<file path="config.mk">
export PLATFORM = sky130hd
export DESIGN_NAME = brcl_reset_latch
export DESIGN_NICKNAME = d
export VERILOG_FILES = /design/src/core/brcl_pkg.sv /design/src/core/brcl_pin_sync.sv /design/src/core/brcl_reset_latch.sv
export SDC_FILE = /design/constraint.sdc
export NUM_CORES = 1
export LEC_CHECK = 0
export BUFFER_PORTS_ARGS = -buffer_cell sky130_fd_sc_hd__buf_2
export CORE_ASPECT_RATIO = 1.4
export CORE_MARGIN = 2
export CORE_UTILIZATION = 50
export CTS_CLUSTER_DIAMETER = 40
export DETAILED_ROUTE_END_ITERATION = 7
export GPL_ROUTABILITY_DRIVEN = 1
export PLACE_DENSITY = 0.7
export SYNTH_ARGS = -nofsm -noshare
export SYNTH_HDL_FRONTEND = slang
export SYNTH_SLANG_ARGS = --single-unit
</file>
<file path="constraint.sdc">
create_clock -name clk_in -period 4.24 [get_ports clk_in]
set_input_delay 0.848 -clock clk_in [delete_from_list [all_inputs] [get_ports clk_in]]
set_output_delay 0.848 -clock clk_in [all_outputs]
set_load 0.02 [all_outputs]
</file>
<file path="src/core/brcl_pkg.sv">
// Package for the bidirectional reset and start-up configuration latch.
// Assumes a 25 MHz CPU clock and a 32-bit AHB-Lite register bus.
package brcl_pkg;

  // Register byte offsets
  localparam logic [7:0] OFS_SYS_CONFIG = 8'h00;
  localparam logic [7:0] OFS_LATCHED_CONFIG = 8'h04;
  localparam logic [7:0] OFS_BUS_CONFIG_ZERO = 8'h08;
  localparam logic [7:0] OFS_PORT_LOW = 8'h0c;
  localparam logic [7:0] OFS_STATUS = 8'h10;
  localparam logic [7:0] OFS_COMMAND = 8'h14;

  // System configuration field positions
  localparam int BIT_BIDIR_RESET_ENABLE = 3;
  localparam int BIT_POWERDOWN_CONFIG = 5;
  localparam int BIT_WRITE_CONFIG = 7;
  localparam int BIT_HIGH_BYTE_DISABLE = 9;

  // Bus configuration zero field positions
  localparam int BIT_BUS_TYPE_LO = 6;
  localparam int BIT_LATCH_LENGTHEN = 9;
  localparam int BIT_BUS_ACTIVE = 10;

  // Command register bits
  localparam int BIT_CMD_SOFT_RESET = 0;
  localparam int BIT_CMD_END_INIT = 1;

  // Status register field positions
  localparam int BIT_STAT_INIT_DONE = 0;
  localparam int BIT_STAT_KIND_LO = 1;
  localparam int BIT_STAT_ASYNC = 4;

  // Config port bit positions
  localparam int P0_WRITE_CONFIG = 8;
  localparam int P0_BUS_TYPE_LO = 6;

  // Sampling masks over the sixteen config port bits
  localparam logic [15:0] MASK_ALL = 16'hffff;
  localparam logic [15:0] MASK_SHORT = 16'h1fff;
  localparam logic [15:0] MASK_SOFT = 16'h1fc0;
  localparam logic [15:0] MASK_SOFT_CLEAR = 16'h003c;

  // Timing counts in CPU clock cycles
  localparam int SEQ_CYCLES = 512;
  localparam int SETTLE_CYCLES = 4;
  localparam int LATCH_CYCLES = 4;

  // Reset kinds
  typedef enum logic [2:0] {
    KIND_POWER_ON,
    KIND_LONG_HW,
    KIND_SHORT_HW,
    KIND_SOFTWARE,
    KIND_WATCHDOG
  } brcl_kind_e;

  // Latched configuration byte taken from the config port high byte
  typedef struct packed {
    logic [2:0] clock_option_field;
    logic [1:0] segment_addr_select;
    logic [1:0] chip_select_count;
    logic write_config_pin;
  } brcl_latch_s;

  // Pin levels after synchronisation
  typedef struct packed {
    logic reset_in_pin;
    logic powerdown_delay_pin;
    logic external_access_pin;
    logic [15:0] config_port;
  } brcl_pins_s;

endpackage : brcl_pkg

</file>
<file path="src/core/brcl_pin_sync.sv">
// Three-stage synchroniser with agreement filter for board pin levels.
// Assumes asynchronous pin inputs and one clock with synchronous reset.
`timescale 1ns/100ps
module brcl_pin_sync #(
  parameter int WIDTH = 19
) (
  // Clock and reset
  input wire logic clk_in,
  input wire logic reset_n_in,
  // Raw and filtered levels
  input wire logic [WIDTH-1:0] raw_in,
  output logic [WIDTH-1:0] level_out
);

  if (WIDTH < 1) begin : g_chk
    $error("brcl_pin_sync: WIDTH must be at least 1");
  end

  // One three-flop chain per bit
  for (genvar i = 0; i < WIDTH; i++) begin : g_bit
    logic s1; // First stage, read only by the second
    logic s2; // Second stage
    logic s3; // Third stage
    // Shift the chain; the level moves only when stages two and three agree
    always_ff @(posedge clk_in) begin
      if (!reset_n_in) begin
        s1 <= 1'b1;
        s2 <= 1'b1;
        s3 <= 1'b1;
        level_out[i] <= 1'b1;
      end else begin
        s1 <= raw_in[i];
        s2 <= s1;
        s3 <= s2;
        if (s2 == s3) begin
          level_out[i] <= s3;
        end
      end
    end
  end

endmodule : brcl_pin_sync

</file>
<file path="src/core/brcl_reset_latch.sv">
// Reset pin control and start-up configuration latch with AHB-Lite registers.
// Assumes pins arrive asynchronously and the watchdog pulse is on clk_in.
//
// Our own choices: the AHB-Lite interface to the registers and the placing of the registers.
`timescale 1ns/100ps
module brcl_reset_latch #(
  parameter int SEQ_LEN = brcl_pkg::SEQ_CYCLES
) (
  // Clock and reset
  input wire logic clk_in,
  input wire logic reset_n_in,
  // AHB-Lite slave
  input wire logic hsel_in,
  input wire logic [7:0] haddr_in,
  input wire logic [1:0] htrans_in,
  input wire logic hwrite_in,
  input wire logic [2:0] hsize_in,
  input wire logic [31:0] hwdata_in,
  input wire logic hready_in,
  output logic hreadyout_out,
  output logic hresp_out,
  output logic [31:0] hrdata_out,
  // Board pins
  input wire logic reset_in_pin_in,
  output logic reset_in_pin_out,
  output logic reset_in_pin_oe_out,
  output logic reset_out_pin_n_out,
  input wire logic powerdown_delay_pin_in,
  output logic powerdown_delay_pulldown_out,
  output logic powerdown_delay_pullup_out,
  input wire logic external_access_pin_in,
  input wire logic [15:0] config_port_in,
  // Core side
  input wire logic watchdog_overflow_in,
  output logic cpu_run_out,
  output brcl_pkg::brcl_latch_s latched_config_out
);

  if (SEQ_LEN < 2 || SEQ_LEN > 1023) begin : g_chk
    $error("brcl_reset_latch: SEQ_LEN must lie in 2..1023");
  end

  localparam logic [9:0] SEQ_LAST = 10'(SEQ_LEN - 1);
  localparam logic [9:0] SETTLE_LAST = 10'(brcl_pkg::SETTLE_CYCLES - 1);
  localparam logic [9:0] LATCH_LAST = 10'(brcl_pkg::LATCH_CYCLES - 1);

  typedef enum logic [2:0] {ST_SEQ, ST_SETTLE, ST_EXTEND, ST_LATCH, ST_RUN} brcl_state_e;

  brcl_pkg::brcl_pins_s pins; // Synchronised pin levels
  brcl_state_e state; // Reset sequencer state
  logic [9:0] count; // Cycle counter for the current state
  brcl_pkg::brcl_kind_e kind; // Kind of the running reset
  logic async_reset; // Running reset is asynchronous
  logic pin_seen_low; // Reset pin was low during the sequence
  logic init_done; // End-init command has completed
  logic bidir_reset_enable; // System config bit 3
  logic powerdown_config_bit; // System config bit 5
  logic write_config_bit; // Derived from config port
  logic high_byte_disable; // Derived from config port
  logic [1:0] bus_type_field; // Bus configuration zero bus type
  logic bus_active_bit; // Bus configuration zero bus active
  logic latch_lengthen_bit; // Bus configuration zero latch lengthen
  logic [15:0] port_latch; // Last latched config port image
  logic soft_reset_req; // Pending soft reset command
  logic end_init_req; // Pending end-init command
  logic bus_pend; // Data phase in progress
  logic bus_write; // Pending transfer is a write
  logic [7:0] bus_addr; // Pending transfer address
  logic [15:0] next_port; // Port image to latch now
  logic start_seq; // A trigger starts a sequence this cycle

  // Synchronise every board input
  brcl_pin_sync #(
    .WIDTH($bits(brcl_pkg::brcl_pins_s))
  ) u_sync (
    .clk_in(clk_in),
    .reset_n_in(reset_n_in),
    .raw_in({reset_in_pin_in, powerdown_delay_pin_in, external_access_pin_in, config_port_in}),
    .level_out(pins)
  );

  // Sampling mask for a reset kind
  function automatic logic [15:0] sample_mask(brcl_pkg::brcl_kind_e k, logic async_k);
    logic [15:0] m;
    m = brcl_pkg::MASK_ALL;
    if (!async_k) begin
      case (k)
        brcl_pkg::KIND_SHORT_HW: m = brcl_pkg::MASK_SHORT;
        brcl_pkg::KIND_SOFTWARE, brcl_pkg::KIND_WATCHDOG: m = brcl_pkg::MASK_SOFT;
        default: m = brcl_pkg::MASK_ALL;
      endcase
    end
    return m;
  endfunction : sample_mask

  // Bits that a kind clears rather than keeps
  function automatic logic [15:0] clear_mask(brcl_pkg::brcl_kind_e k, logic async_k);
    logic [15:0] m;
    m = 16'h0000;
    if (!async_k && (k == brcl_pkg::KIND_SOFTWARE || k == brcl_pkg::KIND_WATCHDOG)) begin
      m = brcl_pkg::MASK_SOFT_CLEAR;
    end
    return m;
  endfunction : clear_mask

  // Any trigger while running starts a sequence
  assign start_seq = (state == ST_RUN) &&
                     (!pins.reset_in_pin || watchdog_overflow_in || soft_reset_req);

  // Port image merged by the kind of reset
  always_comb begin
    next_port = (pins.config_port & sample_mask(kind, async_reset)) |
                (port_latch & ~sample_mask(kind, async_reset) &
                 ~clear_mask(kind, async_reset));
  end

  // Sequencer state and counter
  always_ff @(posedge clk_in) begin
    if (!reset_n_in) begin
      state <= ST_SEQ;
      count <= 10'h000;
    end else begin
      case (state)
        ST_SEQ: begin
          count <= count + 10'h001;
          if (count == SEQ_LAST) begin
            state <= ST_SETTLE;
            count <= 10'h000;
          end
        end
        ST_SETTLE: begin
          count <= count + 10'h001;
          if (count == SETTLE_LAST) begin
            state <= pins.reset_in_pin ? ST_LATCH : ST_EXTEND;
            count <= 10'h000;
          end
        end
        ST_EXTEND: begin
          if (pins.reset_in_pin) begin
            state <= ST_LATCH;
          end
        end
        ST_LATCH: begin
          count <= count + 10'h001;
          if (count == LATCH_LAST) begin
            state <= ST_RUN;
            count <= 10'h000;
          end
        end
        ST_RUN: begin
          if (start_seq) begin
            state <= ST_SEQ;
            count <= 10'h000;
          end
        end
        default: begin
          state <= ST_SEQ;
          count <= 10'h000;
        end
      endcase
    end
  end

  // Reset kind and asynchronous selection
  always_ff @(posedge clk_in) begin
    if (!reset_n_in) begin
      kind <= brcl_pkg::KIND_POWER_ON;
      async_reset <= 1'b0;
      pin_seen_low <= 1'b0;
    end else if (start_seq) begin
      async_reset <= !pins.powerdown_delay_pin;
      pin_seen_low <= 1'b0;
      if (!pins.reset_in_pin) begin
        kind <= brcl_pkg::KIND_SHORT_HW;
      end else if (watchdog_overflow_in) begin
        kind <= brcl_pkg::KIND_WATCHDOG;
      end else begin
        kind <= brcl_pkg::KIND_SOFTWARE;
      end
    end else if (state != ST_RUN) begin
      // Low delay pin at power-on or under a low reset pin forces async
      if (!pins.powerdown_delay_pin && (kind == brcl_pkg::KIND_POWER_ON ||
          !pins.reset_in_pin || reset_in_pin_oe_out)) begin
        async_reset <= 1'b1;
      end
      if (state == ST_SEQ && !pins.reset_in_pin) begin
        pin_seen_low <= 1'b1;
      end
      // A pulled pin turns soft and watchdog resets into hardware ones
      if (state == ST_SETTLE && pin_seen_low && (kind == brcl_pkg::KIND_SOFTWARE ||
          kind == brcl_pkg::KIND_WATCHDOG)) begin
        kind <= brcl_pkg::KIND_SHORT_HW;
      end
      if (state == ST_EXTEND && kind != brcl_pkg::KIND_POWER_ON) begin
        kind <= brcl_pkg::KIND_LONG_HW;
      end
    end
  end

  // Open-drain pull of the reset input pin
  always_ff @(posedge clk_in) begin
    if (!reset_n_in) begin
      reset_in_pin_out <= 1'b0;
      reset_in_pin_oe_out <= 1'b0;
    end else begin
      reset_in_pin_out <= 1'b0;
      if (start_seq) begin
        reset_in_pin_oe_out <= bidir_reset_enable;
      end else if (state != ST_SEQ || count == SEQ_LAST) begin
        // Release with the last sequence cycle so the pull spans exactly SEQ_LEN
        reset_in_pin_oe_out <= 1'b0;
      end else if (!pins.powerdown_delay_pin) begin
        reset_in_pin_oe_out <= 1'b0; // Async drop disables the pull
      end
    end
  end

  // Delay pin pull-down and pull-up
  always_ff @(posedge clk_in) begin
    if (!reset_n_in) begin
      powerdown_delay_pulldown_out <= 1'b0;
      powerdown_delay_pullup_out <= 1'b0;
    end else begin
      powerdown_delay_pulldown_out <= !pins.reset_in_pin;
      powerdown_delay_pullup_out <= (state == ST_RUN) && !start_seq &&
                                    powerdown_config_bit;
    end
  end

  // Reset output, run flag and end-of-initialisation
  always_ff @(posedge clk_in) begin
    if (!reset_n_in) begin
      reset_out_pin_n_out <= 1'b0;
      cpu_run_out <= 1'b0;
      init_done <= 1'b0;
    end else if (start_seq) begin
      reset_out_pin_n_out <= 1'b0;
      cpu_run_out <= 1'b0;
      init_done <= 1'b0;
    end else begin
      cpu_run_out <= (state == ST_RUN) || (state == ST_LATCH && count == LATCH_LAST);
      if (state == ST_RUN && end_init_req) begin
        reset_out_pin_n_out <= 1'b1;
        init_done <= 1'b1;
      end
    end
  end

  // Configuration latch at the end of each sequence
  always_ff @(posedge clk_in) begin
    if (!reset_n_in) begin
      port_latch <= 16'h0000;
      latched_config_out <= '0;
      write_config_bit <= 1'b0;
      high_byte_disable <= 1'b0;
      bus_type_field <= 2'h0;
      bus_active_bit <= 1'b0;
      latch_lengthen_bit <= 1'b0;
    end else if (state == ST_LATCH && count == LATCH_LAST) begin
      port_latch <= next_port;
      latched_config_out <= brcl_pkg::brcl_latch_s'(next_port[15:8]);
      write_config_bit <= !next_port[brcl_pkg::P0_WRITE_CONFIG];
      high_byte_disable <= !next_port[brcl_pkg::P0_BUS_TYPE_LO + 1];
      bus_type_field <= next_port[brcl_pkg::P0_BUS_TYPE_LO +: 2];
      bus_active_bit <= pins.external_access_pin;
      latch_lengthen_bit <= pins.external_access_pin;
    end
  end

  // Software-written configuration and commands
  always_ff @(posedge clk_in) begin
    if (!reset_n_in) begin
      bidir_reset_enable <= 1'b0;
      powerdown_config_bit <= 1'b0;
      soft_reset_req <= 1'b0;
      end_init_req <= 1'b0;
    end else begin
      soft_reset_req <= 1'b0;
      end_init_req <= 1'b0;
      if (bus_pend && bus_write && bus_addr == brcl_pkg::OFS_SYS_CONFIG) begin
        powerdown_config_bit <= hwdata_in[brcl_pkg::BIT_POWERDOWN_CONFIG];
        if (!init_done) begin
          bidir_reset_enable <= hwdata_in[brcl_pkg::BIT_BIDIR_RESET_ENABLE];
        end
      end
      if (bus_pend && bus_write && bus_addr == brcl_pkg::OFS_COMMAND) begin
        soft_reset_req <= hwdata_in[brcl_pkg::BIT_CMD_SOFT_RESET];
        end_init_req <= hwdata_in[brcl_pkg::BIT_CMD_END_INIT];
      end
      if (start_seq) begin
        bidir_reset_enable <= 1'b0;
      end
    end
  end

  // AHB-Lite slave with one wait state per transfer
  always_ff @(posedge clk_in) begin
    if (!reset_n_in) begin
      bus_pend <= 1'b0;
      bus_write <= 1'b0;
      bus_addr <= 8'h00;
      hreadyout_out <= 1'b1;
      hresp_out <= 1'b0;
      hrdata_out <= 32'h0000_0000;
    end else if (bus_pend) begin
      bus_pend <= 1'b0;
      hreadyout_out <= 1'b1;
      hrdata_out <= 32'h0000_0000;
      if (!bus_write) begin
        case (bus_addr)
          brcl_pkg::OFS_SYS_CONFIG: begin
            hrdata_out[brcl_pkg::BIT_BIDIR_RESET_ENABLE] <= bidir_reset_enable;
            hrdata_out[brcl_pkg::BIT_POWERDOWN_CONFIG] <= powerdown_config_bit;
            hrdata_out[brcl_pkg::BIT_WRITE_CONFIG] <= write_config_bit;
            hrdata_out[brcl_pkg::BIT_HIGH_BYTE_DISABLE] <= high_byte_disable;
          end
          brcl_pkg::OFS_LATCHED_CONFIG: hrdata_out[7:0] <= latched_config_out;
          brcl_pkg::OFS_BUS_CONFIG_ZERO: begin
            hrdata_out[brcl_pkg::BIT_BUS_TYPE_LO +: 2] <= bus_type_field;
            hrdata_out[brcl_pkg::BIT_LATCH_LENGTHEN] <= latch_lengthen_bit;
            hrdata_out[brcl_pkg::BIT_BUS_ACTIVE] <= bus_active_bit;
          end
          brcl_pkg::OFS_PORT_LOW: hrdata_out[7:0] <= port_latch[7:0];
          brcl_pkg::OFS_STATUS: begin
            hrdata_out[brcl_pkg::BIT_STAT_INIT_DONE] <= init_done;
            hrdata_out[brcl_pkg::BIT_STAT_KIND_LO +: 3] <= kind;
            hrdata_out[brcl_pkg::BIT_STAT_ASYNC] <= async_reset;
          end
          default: hrdata_out <= 32'h0000_0000; // Unmapped reads as zero
        endcase
      end
    end else if (hsel_in && htrans_in[1] && hready_in) begin
      bus_pend <= 1'b1;
      bus_write <= hwrite_in;
      bus_addr <= {haddr_in[7:2], 2'b00};
      hreadyout_out <= 1'b0;
    end
  end

endmodule : brcl_reset_latch

</file>
After elaboration in Yosys (flattened, before gate mapping). Index checks and enable logic that the tools add are counted.

Register bits: 173. Logic and storage cells: 240. Output and inout port bits: 48.

Bitwise operators: 10. Multiplexer cells: 36. Add/sub/neg operators: 1. Reductions and logical operators: 49. Equality and inequality tests: 40.

Operators by type and width (count): $and A16 B16 Y16 (3); $pmux W10 S4 (1); $mux W3 (11); $not A16 Y16 (2); $pmux W16 S2 (1); $mux W10 (3); $eq A1 B1 Y1 (19); $logic_and A1 B1 Y1 (16); $mux W16 (1); $or A16 B16 Y16 (1); $pmux W3 S5 (1); $reduce_and A2 Y1 (7); $eq A3 B2 Y1 const B (4); $eq A6 B2 Y1 const B (2); $eq A6 B3 Y1 const B (2); $mux W11 (1); $add A10 B1 Y10 const B (1); $eq A10 B2 Y1 const B (1); $eq A10 B9 Y1 const B (1); $mux W1 (9); $pmux W1 S3 (3); $pmux W3 S3 (1); $reduce_bool A3 Y1 (3); $logic_not A8 Y1 (1); other kinds (16) (41).

Logic depth before layout (Yosys ltp). Gate-level depths: netlist (run 1).

Depth after elaboration: 9. Gate-level depth with buffers: 6. Mapped depth without buffers: 5.

By module. Synthesis (run 1) repeated with hierarchy kept, for this count alone.

Cell total of the unflattened synthesis: 584. Area, all modules: 5434.0 um^2.

Modules (own cells, without submodules): brcl_reset_latch (area an instance 3165.5 um^2, times used 1, cells each 386); brcl_pin_sync (area an instance 2268.4 um^2, times used 1, cells each 198).

Least setup slack after synthesis (run 1). Ideal clock, no wire load.

Path kind: input to register. From: input port watchdog_overflow_in. To: register count[6]. Arrival: 1.827 ns. Setup slack: 2.282 ns. Setup time: 0.131 ns. Data required time: 4.109 ns. Stages: 4. Cell sequence: or3b_2 > o22ai_2 > or4_1 > o211ai_1.

Cells in the longest elaborated chain, start to end: 5.

Ends and longest elaborated chain: from (decl) (line brcl_reset_latch.sv:34) `input wire logic watchdog_overflow_in,`; $logic_or A1 B1 Y1 (2 in a row) (line brcl_reset_latch.sv:108) `(!pins.reset_in_pin || watchdog_overflow_in || soft_reset_req);`; $logic_and A1 B1 Y1 (line brcl_reset_latch.sv:107) `assign start_seq = (state == ST_RUN) &&`; $ne A2 B2 Y1 (no source line); $reduce_and A2 Y1 (no source line); to (signal assigned) (line brcl_reset_latch.sv:125) `count <= count + 10'h001;`; to (signal assigned) (line brcl_reset_latch.sv:132) `count <= count + 10'h001;`; to (signal assigned) (line brcl_reset_latch.sv:144) `count <= count + 10'h001;`; to (decl) (line brcl_reset_latch.sv:51) `logic [9:0] count;`.

Every way passes these cells. A chain may end at the register's enable or synchronous reset.

==> run_results.csv, run 1 <==
group,metric,value,unit
logic_synthesis,seq_area_frac_synth,52.1,%
setup_path,cp_max_fo,17,
logic_synthesis,synth_ff_type,"dfxtp_1",
floorplan,initial_core_util,50.7,%
cells_and_area,nFillCells,970,
floorplan,die_w,92.0,um
timing,finalSetupViolations,0,
floorplan,io_pins,118,
outcome,status,"finished clean",
global_routing,globalRouteTotalUtil,19.2,%
logic_synthesis,synth_area_per_cell,9.17,um2
timing,final.setup_skew,5.05,ps
drt,vias_per_cell,5.15,
cells_and_area,final_nets,707,
global_routing,grt_pass1_wl,17900,um
clock_tree,post_cts_resized,0,
drt,firstDrtPassIters,4,
floorplan,core,0.0107,mm2
place,numPortBuffers,59,
power_and_ir_drop,seqPwrFrac,44.6,%
clock_tree,hold_buffers,0,
timing,relSlewSlack,51.7,%
global_routing,grt_max_degree,79,
cells_and_area,diodes,0,
cells_and_area,drive_above_1_share,17.1,%
cells_and_area,areaGrowthSynthToFinish,16.0,%
power_and_ir_drop,clkPwrFrac,52.3,%
clock_tree,cts_tree,"done",
power_and_ir_drop,p_comb_share,3.1,%
clock_tree,cts_made_buffers,17,
power_and_ir_drop,vdd_ir_drop_max,0.331,mV
setup_path,path_cells,"ha_1 -> nor2b_1 -> nand4_1 -> o21ai_0 -> a21oi_1",
logic_synthesis,yosysWarnings,0,
power_and_ir_drop,p_sw_share,20.8,%
timing,drv_slew,0,
logic_synthesis,netlist_instances,591,
logic_synthesis,async_flop_share,0,%
timing,final_hold_viol_count,0,
power_and_ir_drop,power_leakage,0.00238,uW
drt,first_iter_violations,211,
timing,rsz0062_at_grt,"no",
cells_and_area,final_cell_mix,"141 x dfxtp_1, 70 x nand2b_1, 63 x a21oi_1",
timing,tightest_slew,724,ps
clock_tree,cts_max_level,4,
drt,wl_per_cell,13.6,um
setup_path,cp-end-kind,"flop",
setup_path,critPathArrivalTime,2500,ps
power_and_ir_drop,p_per_area,489,mW/mm2
clock_tree,cts.sinks,141,
global_routing,grt_pass1_vias,3981,
clock_tree,root_buffer,"clkbuf_16",
timing,fin_setup_tns,0,ps
floorplan,rows,45,
drt,vias,4072,
logic_synthesis,synth-seq-cells,141,
logic_synthesis,synth_edf_count,0,
clock_tree,clock_latency,410,ps
floorplan,die_height,127,um
place,place_hpwl,7260,um
logic_synthesis,netlist_area,0.00542,mm2
setup_path,start_kind,"flop",
drt,drc,0,
setup_path,cp_slowest_cell,"nand4_1",
hold_path,hp-class,"reg -> reg",
timing,min_period_over_period,52.4,%
setup_path,critPathBufInv,0,
flow_run,maxCapViolCount,0,
power_and_ir_drop,p_switching,639,uW
timing,min_period,2220,ps
drt,ant_nets,0,
setup_path,critPathTopFamily,"simple AND/OR/NAND/NOR gates",
place,place_congestion,0.839,
clock_tree,cts_buffer_depth,2,
timing,fmax,0.450,GHz
clock_tree,postCtsSetupBuffers,0,
floorplan,dieArea,0.0117,mm2
setup_path,worstSetupPathType,"reg -> reg",
clock_tree,clk_pin_slew,60,ps
drt,wirelength,10800,um
setup_path,cp.required,4520,ps
power_and_ir_drop,p_int,2430,uW
global_routing,overflow,0,
timing,whs,398,ps
logic_synthesis,ys_types,58,
cells_and_area,mostFrequentLayoutCell,"dfxtp_1",
setup_path,slowest_delay,620,ps
global_routing,antenna_found_initial,0,
-- cells in the mapped netlist, drive strengths merged (3+ instances only) --
| cell | instances | area, um2 |
|---|---|---|
| a31oi | 3 | 25.0 |
| o22ai | 6 | 43.8 |
| nor2 | 40 | 150 |
| clkbuf | 18 | 67.6 |
| or3b | 3 | 26.3 |
| a21oi | 63 | 315 |
| nor2b | 5 | 31.3 |
| or3 | 4 | 25.0 |
| mux2 | 7 | 78.8 |
| buf | 40 | 287 |
| inv | 10 | 37.5 |
| o21ai | 32 | 160 |
| a22oi | 3 | 22.5 |
| o211ai | 4 | 30.0 |
| nand3 | 21 | 105 |
| nand2 | 51 | 191 |
| nand2b | 70 | 438 |
| nand4 | 8 | 56.3 |
| a21o | 5 | 37.5 |
| mux2i | 3 | 30.0 |
| nor3 | 10 | 55.1 |
| and2 | 3 | 18.8 |
| and3 | 4 | 25.0 |
| dfxtp | 141 | 2820 |
-- logic make-up (layout without fill, tap and decap cells) --
kind of cell / after synthesis / count (layout) / share of synthesized area (%)
compound gates: 136 / 136 / 15.1
buf+inv: 68 / 103 / 7.23
xor+xnor: 1 / 1 / 0.162
mux: 10 / 10 / 2.01
simple gates: 233 / 233 / 23.1
flops: 141 / 141 / 52.1
other cells: 1 / 24 / 0.0692
fa+ha+maj: 1 / 1 / 0.231
-- state kept, by name (all words and copies together), names as in the netlist, 6 cells and up, named ones only --
register,flops
bus_addr,6
count,10
hrdata_out,10
port_latch,8
u_sync.g_bit.s1,19
u_sync.g_bit.s2,19
u_sync.g_bit.s3,19
u_sync.level_out,19
-- routing by layer --
metal | track usage (%) | vias up | wire length (um)
met5 | 0 | - | 0
met4 | 9.04 | 0 | 267
met3 | 5.31 | 21 | 418
met2 | 33.7 | 92 | 5470
met1 | 21.5 | 1894 | 4620
li1 | - | 2065 | -
-- power by group through the flow --
stage	clock, uW	combinational, uW	sequential [uW]
floorplan	0	88.8	1390
global placement	0	93.3	1400
detailed placement	0	95.8	1400
CTS	1630	96.2	1370
global route	1690	108	1370
finish	1610	96.0	1370
-- through the flow --
stage | instance area, um2 | utilization [%] | worst slack (ps) | power, uW | instances
2_1_floorplan | 5510 | - | 2280 | 1480 | 614
3_3_place_gp | 5640 | 52.7 | 2020 | 1490 | 758
3_5_place_dp | 5640 | 52.7 | 1970 | 1490 | 758
4_1_cts | 6290 | 58.8 | 1980 | 3100 | 790
5_1_grt | 6290 | 58.8 | 1690 | 3170 | 790
6_report | 6290 | 58.8 | 2020 | 3070 | 790
-- path summary, 6_finish.rpt --
check                                                   start                             to  slack [ps]  depth (start not counted)
worst min-delay path            u_sync.g_bit[0].s1$_SDFF_PN1_  u_sync.g_bit[0].s2$_SDFF_PN1_         400                          1
worst max register to register          count[0]$_SDFFE_PN0P_                           flop        2020                          5
worst max-delay path                    count[0]$_SDFFE_PN0P_                           flop        2020                          5
worst min register to register  u_sync.g_bit[0].s1$_SDFF_PN1_  u_sync.g_bit[0].s2$_SDFF_PN1_         400                          1
-- final cells by class --
cell class                      instances  area (um2)  share of cell area (%)
Sequential cell                       141        2820                    44.9
Multi-Input combinational cell        405        2290                    36.4
Clock buffer                           18         429                    6.83
Timing Repair Buffer                   61         310                    4.94
Clock inverter                         14         219                    3.48
Tap cell                              141         176                    2.81
Inverter                               10        37.5                   0.597
Power figures use the tool's default switching activity.
==> run 2, diff against run 1 <==
==> constraint.sdc (replaced) <==
create_clock -name clk_in -period 2.1 [get_ports clk_in]
set_input_delay 0.42 -clock clk_in [delete_from_list [all_inputs] [get_ports clk_in]]
set_output_delay 0.42 -clock clk_in [all_outputs]
set_load 0.02 [all_outputs]
==> run 2 against run 1 <==
Effect of this change: clock-buffer cell count rose by 2; cell area rose by 0.50%; fmax rose by 21%; die area did not move; setup slack got worse by 1700 ps; critical path depth did not move; sequential cell count did not move; highest routed layer unchanged; power rose by 92%; non-clock buffer count rose by 10; worst hold slack got worse by 210 ps; via count rose by 1.4%.
==> run_results.csv, run 2 (synthesis gave the netlist of run 1 again) <==
group,metric,value,unit
cells_and_area,fin_cells,800,
drt,drc,0,
drt,firstDrtPassIters,5,
clock_tree,post_cts_resized,0,
clock_tree,hold_buffers,0,
power_and_ir_drop,power_leakage,0.00241,uW
timing,min_period_over_period,87.2,%
timing,fin_setup_tns,0,ps
cells_and_area,diodes,0,
drt,ant_nets,0,
cells_and_area,mostFrequentLayoutCell,"dfxtp_1",
clock_tree,postCtsSetupBuffers,0,
setup_path,worstSetupPathType,"reg -> reg",
floorplan,core,0.0107,mm2
setup_path,critPathArrivalTime,2110,ps
timing,whs,190,ps
global_routing,globalRouteTotalUtil,19.3,%
drt,vias,4130,
clock_tree,clk_pin_slew,60,ps
place,place_congestion,0.807,
cells_and_area,final_nets,717,
cells_and_area,areaGrowthSynthToFinish,16.6,%
global_routing,grt_pass1_wl,18100,um
outcome,status,"finished clean",
place,numPortBuffers,59,
timing,final_hold_viol_count,0,
floorplan,rows,45,
clock_tree,cts_max_level,4,
timing,rsz0062_at_grt,"no",
global_routing,overflow,0,
setup_path,start_kind,"flop",
clock_tree,cts.sinks,141,
setup_path,cp_max_fo,9,
timing,finalSetupViolations,0,
drt,wirelength,10700,um
cells_and_area,drive_above_1_share,18.4,%
timing,tightest_slew,560,ps
clock_tree,root_buffer,"clkbuf_16",
hold_path,hp-class,"in -> reg",
global_routing,grt_pass1_vias,3933,
timing,min_period,1830,ps
flow_run,maxCapViolCount,0,
floorplan,die_height,127,um
clock_tree,cts_made_buffers,17,
timing,fmax,0.546,GHz
drt,wl_per_cell,13.4,um
setup_path,cp-end-kind,"flop",
cells_and_area,nFillCells,973,
setup_path,cp.required,2380,ps
floorplan,die_w,92.0,um
floorplan,dieArea,0.0117,mm2
clock_tree,cts_buffer_depth,2,
global_routing,grt_max_degree,89,
power_and_ir_drop,p_per_area,934,mW/mm2
cells_and_area,final_cell_mix,"141 x dfxtp_1, 70 x nand2b_1, 63 x a21oi_1",
place,dp.cells,768,
floorplan,io_pins,118,
timing,relSlewSlack,62.5,%
power_and_ir_drop,vdd_ir_drop_max,0.761,mV
floorplan,initial_core_util,50.7,%
drt,first_iter_violations,199,
clock_tree,clock_latency,410,ps
clock_tree,cts_tree,"done",
global_routing,antenna_found_initial,0,
timing,final.setup_skew,10.2,ps
place,place_hpwl,7270,um
drt,vias_per_cell,5.16,
timing,drv_slew,0,
-- run 2: changes by cell type in the layout (fill, tap and decap cells not counted), sizes merged --
cell and change:
buf +10, clkinv -4, clkbuf +2, bufinv -3
inv +3, clkinvlp +2
-- run 2: layer usage --
layer	track usage (%)	vias up	share of wire, %
li1	-	2097	-
met4	9.04	0	2.2
met5	0	-	0
met2	33.5	80	53
met3	5.13	14	3.3
met1	22.0	1939	41
-- run 2: final cells by class --
class                      count  area (um2)  share of cell area (%)
sequential                   141        2820                    44.7
multi-input combinational    405        2290                    36.3
clock buffer                  20         457                    7.23
timing repair buffer          71         398                    6.30
tap                          141         176                    2.79
clock inverter                12         135                    2.14
inverter                      10        37.5                   0.594
-- run 2: final timing paths --
| path | start | to | slack [ps] | depth (start not counted) |
|---|---|---|---|---|
| worst min-delay path | config_port_in[4] | u_sync.g_bit[4].s1$_SDFF_PN1_ | 190 | 2 |
| worst min register to register | u_sync.g_bit[13].s1$_SDFF_PN1_ | u_sync.g_bit[13].s2$_SDFF_PN1_ | 400 | 1 |
| worst max-delay path | count[9]$_SDFFE_PN0P_ | count[3]$_SDFFE_PN0P_ | 270 | 5 |
| worst max register to register | count[9]$_SDFFE_PN0P_ | count[3]$_SDFFE_PN0P_ | 270 | 5 |
-- run 2: worst max-delay path, cell delays in order, from the launching register on --
cell and delay (ps):
dfxtp_1 360, nor4_2 480, a31oi_2 290, buf_4 240
o211ai_1 210, a31oi_1 120
-- run 2: power by group --
group	internal, uW	switching (uW)	leakage, uW
Sequential	2730	31.0	0.00115
Combinational	78.4	129	0.000979
Clock	1820	1110	0.000279
-- run 2: stage by stage --
step	power [uW]	utilization [%]	instance area, um2	worst slack [ps]
2_1_floorplan	2990	-	5510	470
3_3_place_gp	3020	53.5	5730	310
3_5_place_dp	3030	53.5	5730	275
4_1_cts	5970	59.1	6320	290
5_1_grt	6130	59.1	6320	78.5
6_report	5900	59.1	6320	269
==> run 3, diff against run 2 <==
==> config.mk (replaced) <==
export PLATFORM = sky130hd
export DESIGN_NAME = brcl_reset_latch
export DESIGN_NICKNAME = d
export VERILOG_FILES = /design/src/core/brcl_pkg.sv /design/src/core/brcl_pin_sync.sv /design/src/core/brcl_reset_latch.sv
export SDC_FILE = /design/constraint.sdc
export NUM_CORES = 1
export LEC_CHECK = 0
export CORE_ASPECT_RATIO = 0.8
export CORE_MARGIN = 2
export CORE_UTILIZATION = 40
export CTS_CLUSTER_DIAMETER = 40
export DETAILED_ROUTE_END_ITERATION = 7
export DONT_BUFFER_PORTS = 1
export GPL_ROUTABILITY_DRIVEN = 1
export PLACE_DENSITY = 0.5
export SYNTH_ARGS = -nofsm -noshare
export SYNTH_HDL_FRONTEND = slang
export SYNTH_SLANG_ARGS = --single-unit
==> run 3 against run 2 <==
Effect of this change: wire length grew 6.0%; via count shrank 5.3%; clock power shrank 3%; utilization shrank 14 points; fmax grew 0.48%; power shrank 2.5%; sequential power is essentially flat; critical endpoint is now state[0]$_SDFFE_PN0P_; highest routed layer unchanged.
==> run_results.csv, run 3 (synthesis gave the netlist of run 1 again) <==
group,metric,value,unit
outcome,status,"finished clean",
setup_path,r2r_slack,280,ps
cells_and_area,diodes,0,
drt,ant_nets,0,
timing,min_period,1820,ps
clock_tree,cts_buffer_depth,2,
clock_tree,root_buffer,"clkbuf_16",
timing,relSlewSlack,66.1,%
clock_tree,cts.sinks,141,
clock_tree,hold_buffers,0,
global_routing,grt_max_degree,90,
hold_path,hold_path_depth,1,
flow_run,maxCapViolCount,0,
setup_path,cp_max_fo,9,
floorplan,core,0.0134,mm2
setup_path,slowest_delay,460,ps
setup_path,path_cells,"nor3_1 -> buf_4 -> a31oi_2 -> o21ai_0 -> a2111oi_1",
timing,tightest_slew,506,ps
timing,final_hold_viol_count,0,
floorplan,die_w,134,um
cells_and_area,fin_cells,786,
global_routing,grt_pass1_wl,18600,um
timing,whs,78.3,ps
global_routing,use_met3,6.14,%
timing,finalSetupViolations,0,
setup_path,critPathArrivalTime,2130,ps
place,dp.cells,754,
setup_path,start_kind,"flop",
drt,firstDrtPassIters,5,
drt,wl_per_cell,14.5,um
cells_and_area,areaGrowthSynthToFinish,12.4,%
setup_path,cp-end-kind,"flop",
timing,rsz0062_at_grt,"no",
drt,drc,0,
hold_path,hp-class,"in -> reg",
global_routing,globalRouteTotalUtil,16.7,%
hold_path,holdCritStartpoint,"reset_n_in",
place,numPortBuffers,0,
power_and_ir_drop,power.total,5750,uW
timing,drv_slew,0,
global_routing,met2_usage,24.9,%
cells_and_area,final_cell_mix,"141 x dfxtp_1, 70 x nand2b_1, 63 x a21oi_1",
cells_and_area,seqCellArea,0.00282,mm2
floorplan,dieArea,0.0145,mm2
clock_tree,clk_pin_slew,60,ps
clock_tree,cts_tree,"done",
cells_and_area,nFillCells,1326,
hold_path,min_to,"u_sync.g_bit[6].s1$_SDFF_PN1_",
setup_path,reg2reg_to,"state[0]$_SDFFE_PN0P_",
clock_tree,clock_latency,420,ps
timing,min_period_over_period,86.8,%
global_routing,overflow,0,
clock_tree,postCtsSetupBuffers,0,
place,place_hpwl,7670,um
cells_and_area,mostFrequentLayoutCell,"dfxtp_1",
setup_path,worstSetupPathType,"reg -> reg",
setup_path,cp_slowest_cell,"dfxtp_1",
drt,vias_per_cell,4.98,
floorplan,initial_core_util,40.4,%
setup_path,critPathBufInv,1,
timing,final.setup_skew,7.13,ps
floorplan,io_pins,118,
timing,fin_setup_tns,0,ps
setup_path,critPathTopFamily,"compound AO/OA/AOI/OAI gates",
power_and_ir_drop,p_per_area,945,mW/mm2
floorplan,rows,38,
setup_path,cp.required,2410,ps
floorplan,die_height,108,um
clock_tree,post_cts_resized,0,
global_routing,gr-usage-met1,22.1,%
timing,fmax,0.549,GHz
cells_and_area,multi_input_area,0.00229,mm2
power_and_ir_drop,vdd_ir_drop_max,0.699,mV
drt,first_iter_violations,269,
clock_tree,cts_made_buffers,17,
drt,vias,3911,
global_routing,grt_pass1_vias,3672,
global_routing,gr-max-usage-layer,"met2",
setup_path,reg2reg_from,"count[3]$_SDFFE_PN0P_",
setup_path,r2r_cells,5,
global_routing,antenna_found_initial,0,
place,place_congestion,0.786,
cells_and_area,drive_above_1_share,11.2,%
cells_and_area,final_nets,664,
drt,wirelength,11400,um
clock_tree,cts_max_level,4,
power_and_ir_drop,power_leakage,0.00215,uW
## run 3: cell types whose count changed in the layout (fill, tap and decap cells not counted)
| cell | change |
|---|---|
| clkbuf_8 | -2 |
| bufinv_16 | -1 |
| buf_2 | -59 |
| clkinv_2 | -1 |
| inv_6 | +2 |
| buf_4 | +6 |
| clkinv_4 | +2 |
## run 3: report_power, final
part	internal (uW)	switching (uW)
Combinational	55.1	97.0
Sequential	2730	32.2
Clock	1650	1190
## run 3: through the flow
step / util [%] / setup slack, ps / area, um2
after floorplan: - / 470 / 5510
after global placement: 41.2 / 316 / 5520
after detailed placement: 41.2 / 296 / 5520
after CTS: 45.4 / 281 / 6090
after global routing: 45.4 / 160 / 6090
final: 45.4 / 278 / 6090
## run 3: worst max-delay path by stage
stage                                     start               endpoint  slack, ps  depth (start not counted)
after floorplan           count[0]$_SDFFE_PN0P_  count[6]$_SDFFE_PN0P_        470                          6
after global placement    state[2]$_SDFFE_PN0P_  count[8]$_SDFFE_PN0P_        320                          4
after detailed placement  count[0]$_SDFFE_PN0P_  count[6]$_SDFFE_PN0P_        300                          5
after CTS                 state[0]$_SDFFE_PN0P_  count[6]$_SDFFE_PN0P_        280                          4
after global routing      state[0]$_SDFFE_PN0P_   kind[0]$_SDFFE_PN0P_        160                          4
final                     count[3]$_SDFFE_PN0P_  state[0]$_SDFFE_PN0P_        280                          5
## run 3: layer usage
metal / share of wire [%] / vias up / routed length, um
met5: 0 / - / 0
li1: - / 1988 / -
met3: 6.7 / 14 / 759
met2: 44 / 92 / 5040
met4: 1.5 / 0 / 169
met1: 48 / 1817 / 5420
## run 3: final cells by class
class                           instances  area share (%)
Clock buffer                           18            7.05
Clock inverter                         14            2.22
Timing Repair Buffer                   18            2.42
Sequential cell                       141            46.4
Multi-Input combinational cell        405            37.6
Inverter                               10           0.617
Tap cell                              180            3.70
